===== src/shared/synth_consts.svh =====
// field positions, destination codes and reset values of the control words
`ifndef SYNTH_CONSTS_SVH
`define SYNTH_CONSTS_SVH

// ---------------------------------------------------------------
// word and destination codes
// ---------------------------------------------------------------
`define WORD_W        24
`define WORD_RST      24'h000000
`define DEST_HI       1
`define DEST_LO       0
`define DEST_REF      2'h0
`define DEST_FB       2'h1
`define DEST_FUNC     2'h2
`define DEST_INIT     2'h3

// ---------------------------------------------------------------
// reference divider word
// ---------------------------------------------------------------
`define REF_LDP       20
`define REF_TEST_HI   19
`define REF_TEST_LO   18
`define REF_PW_HI     17
`define REF_PW_LO     16
`define REF_RATIO_HI  15
`define REF_RATIO_LO  2

// ---------------------------------------------------------------
// feedback divider word
// ---------------------------------------------------------------
`define FB_FAST_REQ   21
`define FB_MAIN_HI    20
`define FB_MAIN_LO    8
`define FB_SWAL_HI    7
`define FB_SWAL_LO    2

// ---------------------------------------------------------------
// function and initialization word
// ---------------------------------------------------------------
`define FN_PRE_HI     23
`define FN_PRE_LO     22
`define FN_PD2        21
`define FN_BOOST_HI   20
`define FN_BOOST_LO   18
`define FN_NORM_HI    17
`define FN_NORM_LO    15
`define FN_TMO_HI     14
`define FN_TMO_LO     11
`define FN_FMODE      10
`define FN_FEN        9
`define FN_HIZ        8
`define FN_SIGN       7
`define FN_OBS_HI     6
`define FN_OBS_LO     4
`define FN_PD1        3
`define FN_HOLD       2
`define FAST_MODE_ONE 1'h0

`endif


===== src/shared/synth_pkg.sv =====
// types shared by the synthesizer control logic
package synth_pkg;
  typedef logic [23:0] word_type;
  typedef enum logic [1:0] {pd_run, pd_armed, pd_down} pd_state_type;
endpackage : synth_pkg


===== src/rtl/synth_control_latches.sv =====
// control word latches, power-down and fastlock control of the synthesizer
// How it works
// - host shifts 24 bits msb first on clock rises; strobe rise moves word
// - two low bits pick the latch: 00 ref, 01 feedback, 10 func, 11 init
// - control pair 10 writes the function latch
// - counter hold bit set keeps both divider counters in reset
// - reset leaves counter hold clear, so counters run normally after power-up
// - two power-down bits act only while chip enable allows
// - chip enable low powers down at once, whatever the bits say
// - lower bit set with upper bit clear powers down immediately
// - both bits set waits for the next charge pump event
// - any power-down forces counters to load state
// - any power-down puts the charge pump in high impedance
// - any power-down clears lock detection
// - power-down removes dc paths, debiases rf input, stops ref buffer
// - serial register keeps loading words while powered down
// - three-bit select routes an internal signal to the observe pin
// - fastlock only while function bit 9 is set
// - function bit 10 picks fastlock mode one or two
// - mode one: fast request set selects the second current setting
// - mode one: fast request cleared returns to the first setting
// - init write pulses counter reset; first feedback write pulses again
`timescale 1ns/10ps
`include "synth_consts.svh"
module synth_control_latches #(
  parameter int OBS_N = 8
) (
  // clock and reset
  input  wire logic             mclk,
  input  wire logic             reset_n,
  // serial port pins
  input  wire logic             serial_clock,
  input  wire logic             serial_data,
  input  wire logic             latch_strobe,
  // power and pump pins
  input  wire logic             chip_enable,
  input  wire logic             pump_event,
  // internal signals offered to the observe pin
  input  wire logic [OBS_N-1:0] observe_sources,
  // reference divider fields
  output logic      [13:0]      ref_ratio,
  output logic                  lock_window_count_sel,
  output logic      [1:0]       test_sel,
  output logic      [1:0]       pulse_width_sel,
  // feedback divider fields
  output logic      [12:0]      main_count,
  output logic      [5:0]       swallow_count,
  // function fields
  output logic      [1:0]       prescale_sel,
  output logic      [3:0]       fast_timeout,
  output logic                  detector_sign,
  output logic      [2:0]       pump_current,
  output logic                  fast_lock_active,
  // counter and power control
  output logic                  counter_load,
  output logic                  pump_hiz_out,
  output logic                  lock_detect_clear,
  output logic                  dc_paths_off,
  output logic                  rf_debias,
  output logic                  ref_buffer_off,
  output logic                  powered_down,
  // observation
  output logic                  observe_output
);

  // ---------------------------------------------------------------
  // pin synchronisers
  // ---------------------------------------------------------------
  logic [4:0] pins_s;

  sync_two #(
    .W (5)
  ) u_sync (
    .mclk     (mclk),
    .reset_n  (reset_n),
    .async_in ({pump_event, chip_enable, latch_strobe, serial_data, serial_clock}),
    .sync_out (pins_s)
  );

  wire ce_s   = pins_s[3];
  wire pump_s = pins_s[4];

  // ---------------------------------------------------------------
  // serial input register
  // ---------------------------------------------------------------
  synth_pkg::word_type word;
  logic                load;

  serial_shift #(
    .W (`WORD_W)
  ) u_shift (
    .mclk     (mclk),
    .reset_n  (reset_n),
    .sclk_s   (pins_s[0]),
    .sdata_s  (pins_s[1]),
    .strobe_s (pins_s[2]),
    .word_reg (word),
    .load_reg (load)
  );

  // ---------------------------------------------------------------
  // destination decode
  // ---------------------------------------------------------------
  wire [1:0] dest    = {word[`DEST_HI], word[`DEST_LO]};
  wire       wr_ref  = load & (dest == `DEST_REF);
  wire       wr_fb   = load & (dest == `DEST_FB);
  wire       wr_init = load & (dest == `DEST_INIT);
  wire       wr_func = load & ((dest == `DEST_FUNC) | wr_init);

  // ---------------------------------------------------------------
  // latches
  // ---------------------------------------------------------------
  synth_pkg::word_type ref_word_reg;
  synth_pkg::word_type fb_word_reg;
  synth_pkg::word_type func_word_reg;
  logic                arm_reg;
  logic                reset_pulse_reg;

  // init arms one more pulse for the next feedback write only
  wire reset_pulse_next = wr_init | (wr_fb & arm_reg);
  wire arm_next         = wr_init | (arm_reg & ~wr_fb);

  always_ff @(posedge mclk or negedge reset_n) begin
    if (!reset_n) begin
      ref_word_reg    <= `WORD_RST;
      fb_word_reg     <= `WORD_RST;
      func_word_reg   <= `WORD_RST;
      arm_reg         <= 1'h0;
      reset_pulse_reg <= 1'h0;
    end else begin
      arm_reg         <= arm_next;
      reset_pulse_reg <= reset_pulse_next;
      if (wr_ref) begin
        ref_word_reg <= word;
      end
      if (wr_fb) begin
        fb_word_reg <= word;
      end
      if (wr_func) begin
        func_word_reg <= word;
      end
    end
  end

  // ---------------------------------------------------------------
  // field outputs
  // ---------------------------------------------------------------
  assign ref_ratio             = ref_word_reg[`REF_RATIO_HI:`REF_RATIO_LO];
  assign lock_window_count_sel = ref_word_reg[`REF_LDP];
  assign test_sel              = ref_word_reg[`REF_TEST_HI:`REF_TEST_LO];
  assign pulse_width_sel       = ref_word_reg[`REF_PW_HI:`REF_PW_LO];
  assign main_count            = fb_word_reg[`FB_MAIN_HI:`FB_MAIN_LO];
  assign swallow_count         = fb_word_reg[`FB_SWAL_HI:`FB_SWAL_LO];
  assign prescale_sel          = func_word_reg[`FN_PRE_HI:`FN_PRE_LO];
  assign fast_timeout          = func_word_reg[`FN_TMO_HI:`FN_TMO_LO];
  assign detector_sign         = func_word_reg[`FN_SIGN];

  wire       pd1       = func_word_reg[`FN_PD1];
  wire       pd2       = func_word_reg[`FN_PD2];
  wire       hold      = func_word_reg[`FN_HOLD];
  wire [2:0] obs_sel   = func_word_reg[`FN_OBS_HI:`FN_OBS_LO];
  wire [2:0] boost_cur = func_word_reg[`FN_BOOST_HI:`FN_BOOST_LO];
  wire [2:0] norm_cur  = func_word_reg[`FN_NORM_HI:`FN_NORM_LO];

  // ---------------------------------------------------------------
  // power-down control
  // ---------------------------------------------------------------
  synth_pkg::pd_state_type pd_state_reg;
  synth_pkg::pd_state_type pd_state_next;
  logic                    pump_prev_reg;

  wire pump_rise = pump_s & ~pump_prev_reg;
  wire async_pd  = pd1 & ~pd2;
  wire sync_req  = pd1 & pd2;

  always_comb begin
    pd_state_next = pd_state_reg;
    case (pd_state_reg)
      synth_pkg::pd_run: begin
        if (async_pd) begin
          pd_state_next = synth_pkg::pd_down;
        end else if (sync_req) begin
          pd_state_next = synth_pkg::pd_armed;
        end
      end
      synth_pkg::pd_armed: begin
        if (async_pd) begin
          pd_state_next = synth_pkg::pd_down;
        end else if (!sync_req) begin
          pd_state_next = synth_pkg::pd_run;
        end else if (pump_rise) begin
          pd_state_next = synth_pkg::pd_down;
        end
      end
      synth_pkg::pd_down: begin
        if (!pd1) begin
          pd_state_next = synth_pkg::pd_run;
        end
      end
      default: begin
        pd_state_next = synth_pkg::pd_run;
      end
    endcase
  end

  always_ff @(posedge mclk or negedge reset_n) begin
    if (!reset_n) begin
      pd_state_reg  <= synth_pkg::pd_run;
      pump_prev_reg <= 1'h0;
    end else begin
      pd_state_reg  <= pd_state_next;
      pump_prev_reg <= pump_s;
    end
  end

  // the bits only count while chip enable is high; low pin overrides all
  wire pd_any = ~ce_s | (pd_state_reg == synth_pkg::pd_down);

  // ---------------------------------------------------------------
  // counter, pump and bias controls
  // ---------------------------------------------------------------
  // hold keeps counters at load point but is not a power-down
  wire load_next = pd_any | hold | reset_pulse_reg;
  wire hiz_next  = load_next | func_word_reg[`FN_HIZ];

  // ---------------------------------------------------------------
  // fastlock
  // ---------------------------------------------------------------
  // mode two timer lives with the analog counters; here it keeps setting 1
  wire fast_mode_one = func_word_reg[`FN_FMODE] == `FAST_MODE_ONE;
  wire fast_next     = func_word_reg[`FN_FEN] & fast_mode_one
                     & fb_word_reg[`FB_FAST_REQ];
  wire [2:0] cur_next = fast_next ? boost_cur : norm_cur;

  // ---------------------------------------------------------------
  // output flops
  // ---------------------------------------------------------------
  always_ff @(posedge mclk or negedge reset_n) begin
    if (!reset_n) begin
      counter_load      <= 1'h1;
      pump_hiz_out      <= 1'h1;
      lock_detect_clear <= 1'h1;
      dc_paths_off      <= 1'h1;
      rf_debias         <= 1'h1;
      ref_buffer_off    <= 1'h1;
      powered_down      <= 1'h1;
      fast_lock_active  <= 1'h0;
      pump_current      <= 3'h0;
      observe_output    <= 1'h0;
    end else begin
      counter_load      <= load_next;
      pump_hiz_out      <= hiz_next;
      lock_detect_clear <= pd_any;
      dc_paths_off      <= pd_any;
      rf_debias         <= pd_any;
      ref_buffer_off    <= pd_any;
      powered_down      <= pd_any;
      fast_lock_active  <= fast_next;
      pump_current      <= cur_next;
      observe_output    <= observe_sources[obs_sel];
    end
  end
endmodule : synth_control_latches


===== src/rtl/sync_two.sv =====
// two flip-flop synchroniser for pin levels
`timescale 1ns/10ps
module sync_two #(
  parameter int W = 1
) (
  // clock and reset
  input  wire logic         mclk,
  input  wire logic         reset_n,
  // levels
  input  wire logic [W-1:0] async_in,
  output logic      [W-1:0] sync_out
);
  logic [W-1:0] meta_reg;

  // first stage feeds only the second stage
  always_ff @(posedge mclk or negedge reset_n) begin
    if (!reset_n) begin
      meta_reg <= '0;
      sync_out <= '0;
    end else begin
      meta_reg <= async_in;
      sync_out <= meta_reg;
    end
  end
endmodule : sync_two


===== src/rtl/serial_shift.sv =====
// serial input register: shifts on clock edges, hands the word on strobe edges
`timescale 1ns/10ps
`include "synth_consts.svh"
module serial_shift #(
  parameter int W = `WORD_W
) (
  // clock and reset
  input  wire logic         mclk,
  input  wire logic         reset_n,
  // synchronised pins
  input  wire logic         sclk_s,
  input  wire logic         sdata_s,
  input  wire logic         strobe_s,
  // word out
  output logic      [W-1:0] word_reg,
  output logic              load_reg
);
  logic         sclk_prev_reg;
  logic         strobe_prev_reg;
  logic [W-1:0] shift_reg;
  wire          sclk_rise   = sclk_s & ~sclk_prev_reg;
  wire          strobe_rise = strobe_s & ~strobe_prev_reg;
  wire  [W-1:0] shift_next  = {shift_reg[W-2:0], sdata_s};

  // never gated by power-down, so words keep arriving while asleep
  always_ff @(posedge mclk or negedge reset_n) begin
    if (!reset_n) begin
      sclk_prev_reg   <= 1'h0;
      strobe_prev_reg <= 1'h0;
      shift_reg       <= '0;
      word_reg        <= '0;
      load_reg        <= 1'h0;
    end else begin
      sclk_prev_reg   <= sclk_s;
      strobe_prev_reg <= strobe_s;
      load_reg        <= strobe_rise;
      if (sclk_rise) begin
        shift_reg <= shift_next;
      end
      if (strobe_rise) begin
        word_reg <= shift_reg;
      end
    end
  end
endmodule : serial_shift


===== config.mk =====
export PLATFORM = sky130hd
export DESIGN_NAME = synth_control_latches
export DESIGN_NICKNAME = d
export VERILOG_FILES = /design/src/shared/synth_pkg.sv /design/src/rtl/synth_control_latches.sv /design/src/rtl/sync_two.sv /design/src/rtl/serial_shift.sv
export VERILOG_INCLUDE_DIRS = /design/src /design/src/shared
export SDC_FILE = /design/constraint.sdc
export NUM_CORES = 1
export LEC_CHECK = 0
export ABC_CLOCK_PERIOD_IN_PS = 1700
export BUFFER_PORTS_ARGS = -buffer_cell sky130_fd_sc_hd__buf_2
export CAP_MARGIN = 0
export CORE_MARGIN = 10
export CORE_UTILIZATION = 56
export CTS_CLUSTER_DIAMETER = 60
export DETAILED_ROUTE_END_ITERATION = 6
export PLACE_DENSITY = 0.78
export SLEW_MARGIN = 20
export SYNTH_ARGS = -nofsm -noshare
export SYNTH_HDL_FRONTEND = slang
export SYNTH_SLANG_ARGS = --single-unit

===== constraint.sdc =====
create_clock -name mclk -period 1.7 [get_ports mclk]
set_input_delay 0.17 -clock mclk [delete_from_list [all_inputs] [get_ports mclk]]
set_output_delay 0.17 -clock mclk [all_outputs]
set_load 0.005 [all_outputs]

==> impl_metrics.env, run 1 <==
export IMPL_status="finished clean"
export IMPL_start_util_pct=58.31
export IMPL_crit_type="reg2reg"
export IMPL_htreeDepth=4
export IMPL_drive_above_1_share_pct=59.69
export IMPL_synth_cells_most_frequent="dfrtp_1, mux2_2, buf_4, buf_2, nand2_1"
export IMPL_gr_total_overflow=0
export IMPL_hold_class="in2reg"
export IMPL_synth_edf_count=0
export IMPL_drt_wl_total_mm=9.116
export IMPL_cts_tree="done"
export IMPL_grt_max_degree=53
export IMPL_timing_rr_start="u_shift.word_reg[1]$_DFFE_PN0P_"
export IMPL_synth_seq_cells=135
export IMPL_num_vias=2627
export IMPL_grt_pass1_wl_mm=15.01
export IMPL_hold_depth=3
export IMPL_syn_cell_area_um2=5135
export IMPL_crit_path_start_kind="flop"
export IMPL_drt_initial_drc_count=164
export IMPL_finalCritPeriodShare_pct=85.06
export IMPL_cts_buffers=17
export IMPL_synthFlopType="dfrtp_1"
export IMPL_hp_start="observe_sources[7]"
export IMPL_synth_seq_area_share_pct=65.86
export IMPL_crit_path_max_fanout=17
export IMPL_yosysWarnings=0
export IMPL_gr_usage_all_layers_pct=14.58
export IMPL_setup_viol=0
export IMPL_synth_fp_nets=328
export IMPL_portBuffers=71
export IMPL_viasPerCell=5.254
export IMPL_yosysTopAreaCellShare_pct=64.33
export IMPL_arrival_ns=1.83
export IMPL_wl_per_cell_um=18.23
export IMPL_coreArea_um2=8806
export IMPL_syn_instance_count=313
export IMPL_cts_sinks=135
export IMPL_fin_nets=394
export IMPL_r2r_end="ref_word_reg[8]$_DFFE_PN0P_"
export IMPL_r2r_cells=3
export IMPL_hpwl_mm=6.111
export IMPL_cap_violations=0
export IMPL_dieHeight_um=115.8
export IMPL_clock_fmax_mhz=691.6
export IMPL_clock_latency_ns=0.51
export IMPL_hold_violations=0
export IMPL_antenna_found_initial=0
export IMPL_dr_pass1_iters=4
export IMPL_clockBufferDepth=2
export IMPL_post_route_min_period_ns=1.446
export IMPL_rows=34
export IMPL_die_w_um=115.8
export IMPL_yosys_top_cells_area="dfrtp_1, mux2_2, buf_4"
export IMPL_ios=72
export IMPL_tns_ns=0
export IMPL_die_area_um2=13400
export IMPL_power_density_nw_per_um2=1583
export IMPL_final_area_um2=6116
export IMPL_relSlewSlack_pct=67.92
export IMPL_skew_ns=0.006983
export IMPL_p_leak_nw=3.097
export IMPL_ir_drop_mv=0.7947
export IMPL_synthArstFlopShare_pct=100.0
export IMPL_synth_avg_cell_area_um2=16.41
export IMPL_num_antenna_cells=0
export IMPL_cts_root_buf="clkbuf_8"
export IMPL_fill_cells=579
export IMPL_place_ws_ns=0.2698
export IMPL_drtAntennaViolNets=0
export IMPL_worst_slack_ns=0.2540
export IMPL_clkSlewWorstSetupHoldPaths_ns=0.06
export IMPL_synth_top_cell_by_area="dfrtp_1"
export IMPL_placed_area_um2=5468
export IMPL_tightest_slew_ns=0.4811
export IMPL_gp_congestion=0.7400
export IMPL_area_growth_pct=19.10
export IMPL_synth_distinct_cells=19
export IMPL_first_global_vias=2895
export IMPL_hold_path_end="observe_output$_DFF_PN0_"
export IMPL_yosysMostFrequentCell="dfrtp_1"
export IMPL_rsz0062_at_grt="no"
export IMPL_r2r_slack_ns=0.25
export IMPL_critPathCaptureType="flop"
export IMPL_drc=0
export IMPL_cp_required_ns=2.09
export IMPL_maxSlewViolCount=0
-- layout make-up --
class,count,area (um2),share of cell area [%]
timing repair buffer,88,541.8,8.858
sequential,135,3382,55.30
clock buffer,19,441.7,7.222
inverter,2,7.507,0.1227
multi-input combinational,135,1461,23.90
clock inverter,13,146.4,2.394
tap,108,135.1,2.209
-- power breakdown --
group          switching, mW  internal, mW  total (mW)
Sequential             0.554          4.02        4.58
Combinational          0.592         0.976        1.57
Clock                   1.36          2.17        3.54
-- cells in the final DEF (no fill, tap or decap), types with 3 or more instances in the layout --
master / instances
dfrtp_1: 132
mux2_2: 114
buf_2: 70
clkbuf_16: 16
buf_4: 8
dlygate4sd3_1: 6
nand2_1: 5
clkinvlp_4: 5
nor2_1: 3
clkbuf_8: 3
clkinv_4: 3
dfstp_2: 3
buf_12: 3
-- layer usage --
metal / up-vias / track usage [%] / wire length (um)
met3: 10 / 4.703 / 511
li1: 1196 / - / -
met1: 1375 / 17.68 / 3900
met4: 0 / 5.755 / 74
met5: - / 0 / 0
met2: 46 / 23.84 / 4630
-- worst max-delay path, stage by stage (launching register included) --
cell	delay, ns
dfrtp_1	0.45
nor3b_4	0.32
buf_12	0.21
mux2_2	0.35
-- repair_timing --
action | 4_1_cts | 5_1_grt
hold buffers | 6 | 0
setup buffers | 0 | 0
gates resized for setup | 0 | 0
hold endpoints to repair | 55 | 0
-- worst max path at each step --
stage,slack [ns],to,startpoint,cells after the start
after floorplan,0.37,ref_word_reg[10]$_DFFE_PN0P_,u_shift.word_reg[1]$_DFFE_PN0P_,4
after global placement,0.31,ref_word_reg[5]$_DFFE_PN0P_,u_shift.word_reg[1]$_DFFE_PN0P_,3
after detailed placement,0.27,ref_word_reg[8]$_DFFE_PN0P_,u_shift.word_reg[1]$_DFFE_PN0P_,3
after CTS,0.25,ref_word_reg[2]$_DFFE_PN0P_,u_shift.word_reg[1]$_DFFE_PN0P_,3
after global routing,0.20,ref_word_reg[2]$_DFFE_PN0P_,u_shift.word_reg[1]$_DFFE_PN0P_,3
final,0.25,ref_word_reg[8]$_DFFE_PN0P_,u_shift.word_reg[1]$_DFFE_PN0P_,3
-- logic make-up (layout without fill, tap and decap cells) --
group	count (synthesis)	count (layout)	share of synthesized area (%)
simple gates	18	18	2.022
flops	135	135	65.86
buf+inv	43	122	5.897
mux	116	116	26.02
compound gates	1	1	0.1949
-- stage by stage --
stage | instances | power [mW] | utilization, % | hold slack, ns
after floorplan | 313 | 5.640 | - | -0.1256
after global placement | 462 | 6.099 | 62.09 | 0.1453
after detailed placement | 462 | 6.226 | 62.09 | 0.1561
after CTS | 500 | 9.798 | 69.45 | 0.08325
after global routing | 500 | 10.16 | 69.45 | 0.09902
final | 500 | 9.680 | 69.45 | 0.1008
No activity file was read; power rests on OpenSTA's default activity.
==> run 2, diff against run 1 <==
CORE_UTILIZATION = 45   (was 56)
PLACE_DENSITY = 0.65   (was 0.78)
==> impl_metrics.env, run 2 (synthesis results as in run 1) <==
export IMPL_final_cells=531
export IMPL_viasPerCell=5.000
export IMPL_p_leak_nw=3.178
export IMPL_ir_drop_mv=0.6068
export IMPL_wl_per_cell_um=17.04
export IMPL_ios=72
export IMPL_gr_usage_met2_pct=19.08
export IMPL_drt_wl_total_mm=9.049
export IMPL_crit_path_start_kind="flop"
export IMPL_tightest_slew_ns=0.3553
export IMPL_grt_pass1_wl_mm=15.19
export IMPL_hold_violations=0
export IMPL_cts_buffers=17
export IMPL_layout_commonest_cell="dfrtp_1"
export IMPL_placed_area_um2=5525
export IMPL_hold_class="in2reg"
export IMPL_die_area_um2=16080
export IMPL_gr_usage_all_layers_pct=12.09
export IMPL_crit_type="reg2reg"
export IMPL_gp_congestion=0.7244
export IMPL_hpwl_mm=5.950
export IMPL_maxSlewViolCount=0
export IMPL_post_cts_resized=0
export IMPL_drt_initial_drc_count=145
export IMPL_cts_tree="done"
export IMPL_final_cell_mix="dfrtp_1, mux2_2, buf_2"
export IMPL_cts_root_buf="clkbuf_16"
export IMPL_grt_util_met3_pct=4.873
export IMPL_hold_depth=3
export IMPL_rows=38
export IMPL_drive_above_1_share_pct=59.59
export IMPL_cts_setup_buffers=0
export IMPL_drtAntennaViolNets=0
export IMPL_met1_usage_pct=13.99
export IMPL_start_util_pct=46.75
export IMPL_gr_total_overflow=0
export IMPL_grt_max_degree=55
export IMPL_crit_path_max_fanout=16
export IMPL_coreArea_um2=10980
export IMPL_antenna_found_initial=0
export IMPL_clock_fmax_mhz=676.4
export IMPL_busiest_layer="met2"
export IMPL_dp_cells=493
export IMPL_cp_required_ns=1.99
export IMPL_relSlewSlack_pct=76.31
export IMPL_status="finished clean"
export IMPL_die_w_um=126.8
export IMPL_rsz0062_at_grt="no"
export IMPL_skew_ns=0.01462
export IMPL_setup_viol=0
export IMPL_finalCritPeriodShare_pct=86.96
export IMPL_num_vias=2655
export IMPL_htreeDepth=4
export IMPL_r2r_cells=3
export IMPL_cts_sinks=135
export IMPL_dr_pass1_iters=4
export IMPL_drc=0
export IMPL_critPathCaptureType="flop"
export IMPL_portBuffers=71
export IMPL_clock_latency_ns=0.42
export IMPL_fin_nets=393
export IMPL_clockBufferDepth=2
export IMPL_dieHeight_um=126.8
export IMPL_power_density_nw_per_um2=1669
export IMPL_clkSlewWorstSetupHoldPaths_ns=0.06
export IMPL_post_route_min_period_ns=1.478
export IMPL_tns_ns=0
export IMPL_final_area_um2=6301
export IMPL_arrival_ns=1.77
export IMPL_num_antenna_cells=0
export IMPL_first_global_vias=2911
export IMPL_cap_violations=0
export IMPL_cts_hold_buf=6
export IMPL_area_growth_pct=22.71
[run 2: cell count changes in the layout (fill, tap and decap cells not counted), moves of 2 or more]
cell	change
inv_6	-2
clkinv_2	+3
clkinv_4	-2
buf_12	+2
bufinv_16	+6
clkbuf_8	-2
clkinvlp_4	-4
buf_4	-3
[run 2: path summary, 6_finish.rpt]
path | startpoint | to | slack, ns
setup / recovery | u_shift.word_reg[1]$_DFFE_PN0P_ | ref_word_reg[17]$_DFFE_PN0P_ | 0.22
hold / removal | observe_sources[5] | observe_output$_DFF_PN0_ | 0.19
setup reg to reg | u_shift.word_reg[1]$_DFFE_PN0P_ | ref_word_reg[17]$_DFFE_PN0P_ | 0.22
hold reg to reg | u_sync.meta_reg[0]$_DFF_PN0_ | u_sync.sync_out[0]$_DFF_PN0_ | 0.35
max in group asynchronous | reset_n | fb_word_reg[16]$_DFFE_PN0P_ | 0.89
min in group asynchronous | reset_n | fb_word_reg[4]$_DFFE_PN0P_ | 0.22
[run 2: stage by stage]
step                utilization, %  total power [mW]  hold slack, ns  setup WS, ns
CTS                          57.37             10.68          0.1741        0.2332
detailed placement           50.31             6.221         0.09453        0.2325
global route                 57.37             11.09          0.1909        0.1765
global placement             50.31             6.137         0.08801        0.2594
floorplan                        -             5.640         -0.1256        0.3660
finish                       57.37             10.52          0.1896        0.2217
[run 2: layout make-up]
| cell class | instances | area (um2) |
|---|---|---|
| Clock buffer | 18 | 439.2 |
| Timing Repair Buffer | 87 | 559.3 |
| Inverter | 2 | 7.507 |
| Fill cell | 879 | 4682 |
| Sequential cell | 135 | 3382 |
| Clock inverter | 14 | 276.5 |
| Tap cell | 140 | 175.2 |
| Multi-Input combinational cell | 135 | 1461 |
[run 2: where the power goes]
group | internal, mW | switching, mW
combinational | 0.982 | 0.565
clock | 3.07 | 1.32
sequential | 4.02 | 0.553
[run 2: worst max-delay path: stages (launching register included)]
cell and delay (ns):
dfrtp_1 0.44, nor3b_4 0.35, buf_12 0.21, mux2_2 0.34
[run 2: routing by layer]
layer | part of all wire, % | wire [um]
met5 | 0 | 0
met4 | 1.1 | 99
met3 | 5.2 | 469
met2 | 51 | 4644
met1 | 42 | 3836
==> run 3, diff against run 2 <==
PLACE_DENSITY = not set   (was 0.65)
PLACE_DENSITY_LB_ADDON = 0.05   (was not set)
==> impl_metrics.env, run 3 (synthesis results as in run 1) <==
export IMPL_status="finished clean"
export IMPL_num_vias=2607
export IMPL_crit_type="reg2reg"
export IMPL_timing_hold_ws_ns=0.1999
export IMPL_htreeDepth=4
export IMPL_first_global_vias=2840
export IMPL_place_ws_ns=0.3106
export IMPL_crit_slowest_cell="dfrtp_1"
export IMPL_skew_ns=0.009552
export IMPL_die_area_um2=16080
export IMPL_drt_initial_drc_count=116
export IMPL_relSlewSlack_pct=73.58
export IMPL_wl_per_cell_um=16.92
export IMPL_arrival_ns=1.67
export IMPL_power_density_nw_per_um2=1605
export IMPL_cts_root_buf="clkbuf_16"
export IMPL_area_growth_pct=21.20
export IMPL_grt_max_degree=43
export IMPL_clockBufferDepth=2
export IMPL_hold_depth=3
export IMPL_clock_latency_ns=0.41
export IMPL_clock_fmax_mhz=724.7
export IMPL_seq_power_share_pct=45.7
export IMPL_rsz0062_at_grt="no"
export IMPL_final_cells=533
export IMPL_setup_viol=0
export IMPL_grt_pass1_wl_mm=15.32
export IMPL_cts_setup_buffers=0
export IMPL_dr_pass1_iters=3
export IMPL_gr_usage_all_layers_pct=12.21
export IMPL_cp_required_ns=1.99
export IMPL_hold_violations=0
export IMPL_switching_share_pct=23.59
export IMPL_dp_cells=496
export IMPL_internal_power_mw=7.633
export IMPL_cap_violations=0
export IMPL_crit_family="flip-flops"
export IMPL_cts_tree="done"
export IMPL_final_cell_mix="dfrtp_1, mux2_2, buf_2"
export IMPL_antenna_found_initial=0
export IMPL_worstPathCellList="nand2_1 > buf_4 > mux2_2"
export IMPL_path_buf_inv=1
export IMPL_start_util_pct=46.75
export IMPL_drtAntennaViolNets=0
export IMPL_ir_drop_mv=1.172
export IMPL_post_route_min_period_ns=1.380
export IMPL_finalCritPeriodShare_pct=81.17
export IMPL_fin_nets=396
export IMPL_p_switching_mw=2.356
export IMPL_die_w_um=126.8
export IMPL_viasPerCell=4.891
export IMPL_maxSlewViolCount=0
export IMPL_cts_sinks=135
export IMPL_clock_power_share_pct=38.9
export IMPL_num_antenna_cells=0
export IMPL_crit_path_max_fanout=17
export IMPL_cts_buffers=17
export IMPL_post_cts_resized=0
export IMPL_r2r_cells=3
export IMPL_gr_total_overflow=0
export IMPL_drt_wl_total_mm=9.017
export IMPL_clkSlewWorstSetupHoldPaths_ns=0.06
export IMPL_gp_congestion=0.7029
export IMPL_drive_above_1_share_pct=59.54
export IMPL_rows=38
export IMPL_coreArea_um2=10980
export IMPL_tns_ns=0
export IMPL_layout_commonest_cell="dfrtp_1"
export IMPL_crit_path_start_kind="flop"
export IMPL_ios=72
export IMPL_portBuffers=71
export IMPL_worst_slack_ns=0.3201
export IMPL_post_route_util_pct=56.66
export IMPL_drc=0
export IMPL_dieHeight_um=126.8
export IMPL_p_comb_share_pct=15.4
export IMPL_cp_depth=3
export IMPL_slowest_delay_ns=0.44
export IMPL_hold_class="in2reg"
export IMPL_hpwl_mm=6.150
export IMPL_tightest_slew_ns=0.3964
export IMPL_p_leak_nw=3.150
export IMPL_critPathCaptureType="flop"
run 3: changes by cell type in the layout (fill, tap and decap cells not counted), sizes merged:
cell / delta
buf: +3
bufinv: -4
clkbuf: +5
clkinv: -2
run 3: metrics by stage:
step / instance area, um2 / total power [mW]
after floorplan: 5135 / 5.640
after global placement: 5523 / 6.154
after detailed placement: 5523 / 6.214
after CTS: 6223 / 10.18
after global routing: 6223 / 10.54
final: 6223 / 9.990
run 3: power groups by stage:
stage	combinational [mW]	clock, mW	sequential (mW)
finish	1.53	3.89	4.57
global placement	1.54	0	4.61
floorplan	1.18	0	4.46
global route	1.71	4.13	4.70
detailed placement	1.58	0	4.64
CTS	1.60	4.00	4.59
run 3: timing repair:
action                                  in CTS  in global routing
endpoints found under the hold margin       43                  0
endpoints found under the setup margin       0                  0
hold buffers                                 6                  0
run 3: layer usage:
layer / up-vias / part of all wire [%] / track usage [%]
met3: 12 / 5.0 / 5.289
met4: 0 / 1.6 / 5.425
met1: 1337 / 47 / 15.19
li1: 1211 / - / -
met5: - / 0 / 0
met2: 47 / 47 / 18.07
run 3: path summary, 6_finish.rpt:
path | from | to | slack (ns)
min in group asynchronous | reset_n | fb_word_reg[3]$_DFFE_PN0P_ | 0.25
max in group asynchronous | reset_n | pump_current[0]$_DFF_PN0_ | 0.84
max reg2reg | u_shift.word_reg[1]$_DFFE_PN0P_ | func_word_reg[18]$_DFFE_PN0P_ | 0.32
min reg2reg | u_sync.meta_reg[3]$_DFF_PN0_ | u_sync.sync_out[3]$_DFF_PN0_ | 0.35
max | u_shift.word_reg[1]$_DFFE_PN0P_ | func_word_reg[18]$_DFFE_PN0P_ | 0.32
min | observe_sources[7] | observe_output$_DFF_PN0_ | 0.20
run 3: worst reg2reg max path, stage by stage (launching register included):
cell and delay, ns:
dfrtp_1 0.44, nand2_1 0.14, buf_4 0.31, mux2_2 0.38
run 3: final cells by class:
cell class | count | area, um2
clock buffer | 23 | 498.0
sequential | 135 | 3382
inverter | 2 | 7.507
tap | 140 | 175.2
timing repair buffer | 90 | 556.8
fill | 886 | 4760
multi-input combinational | 135 | 1461
clock inverter | 8 | 142.6
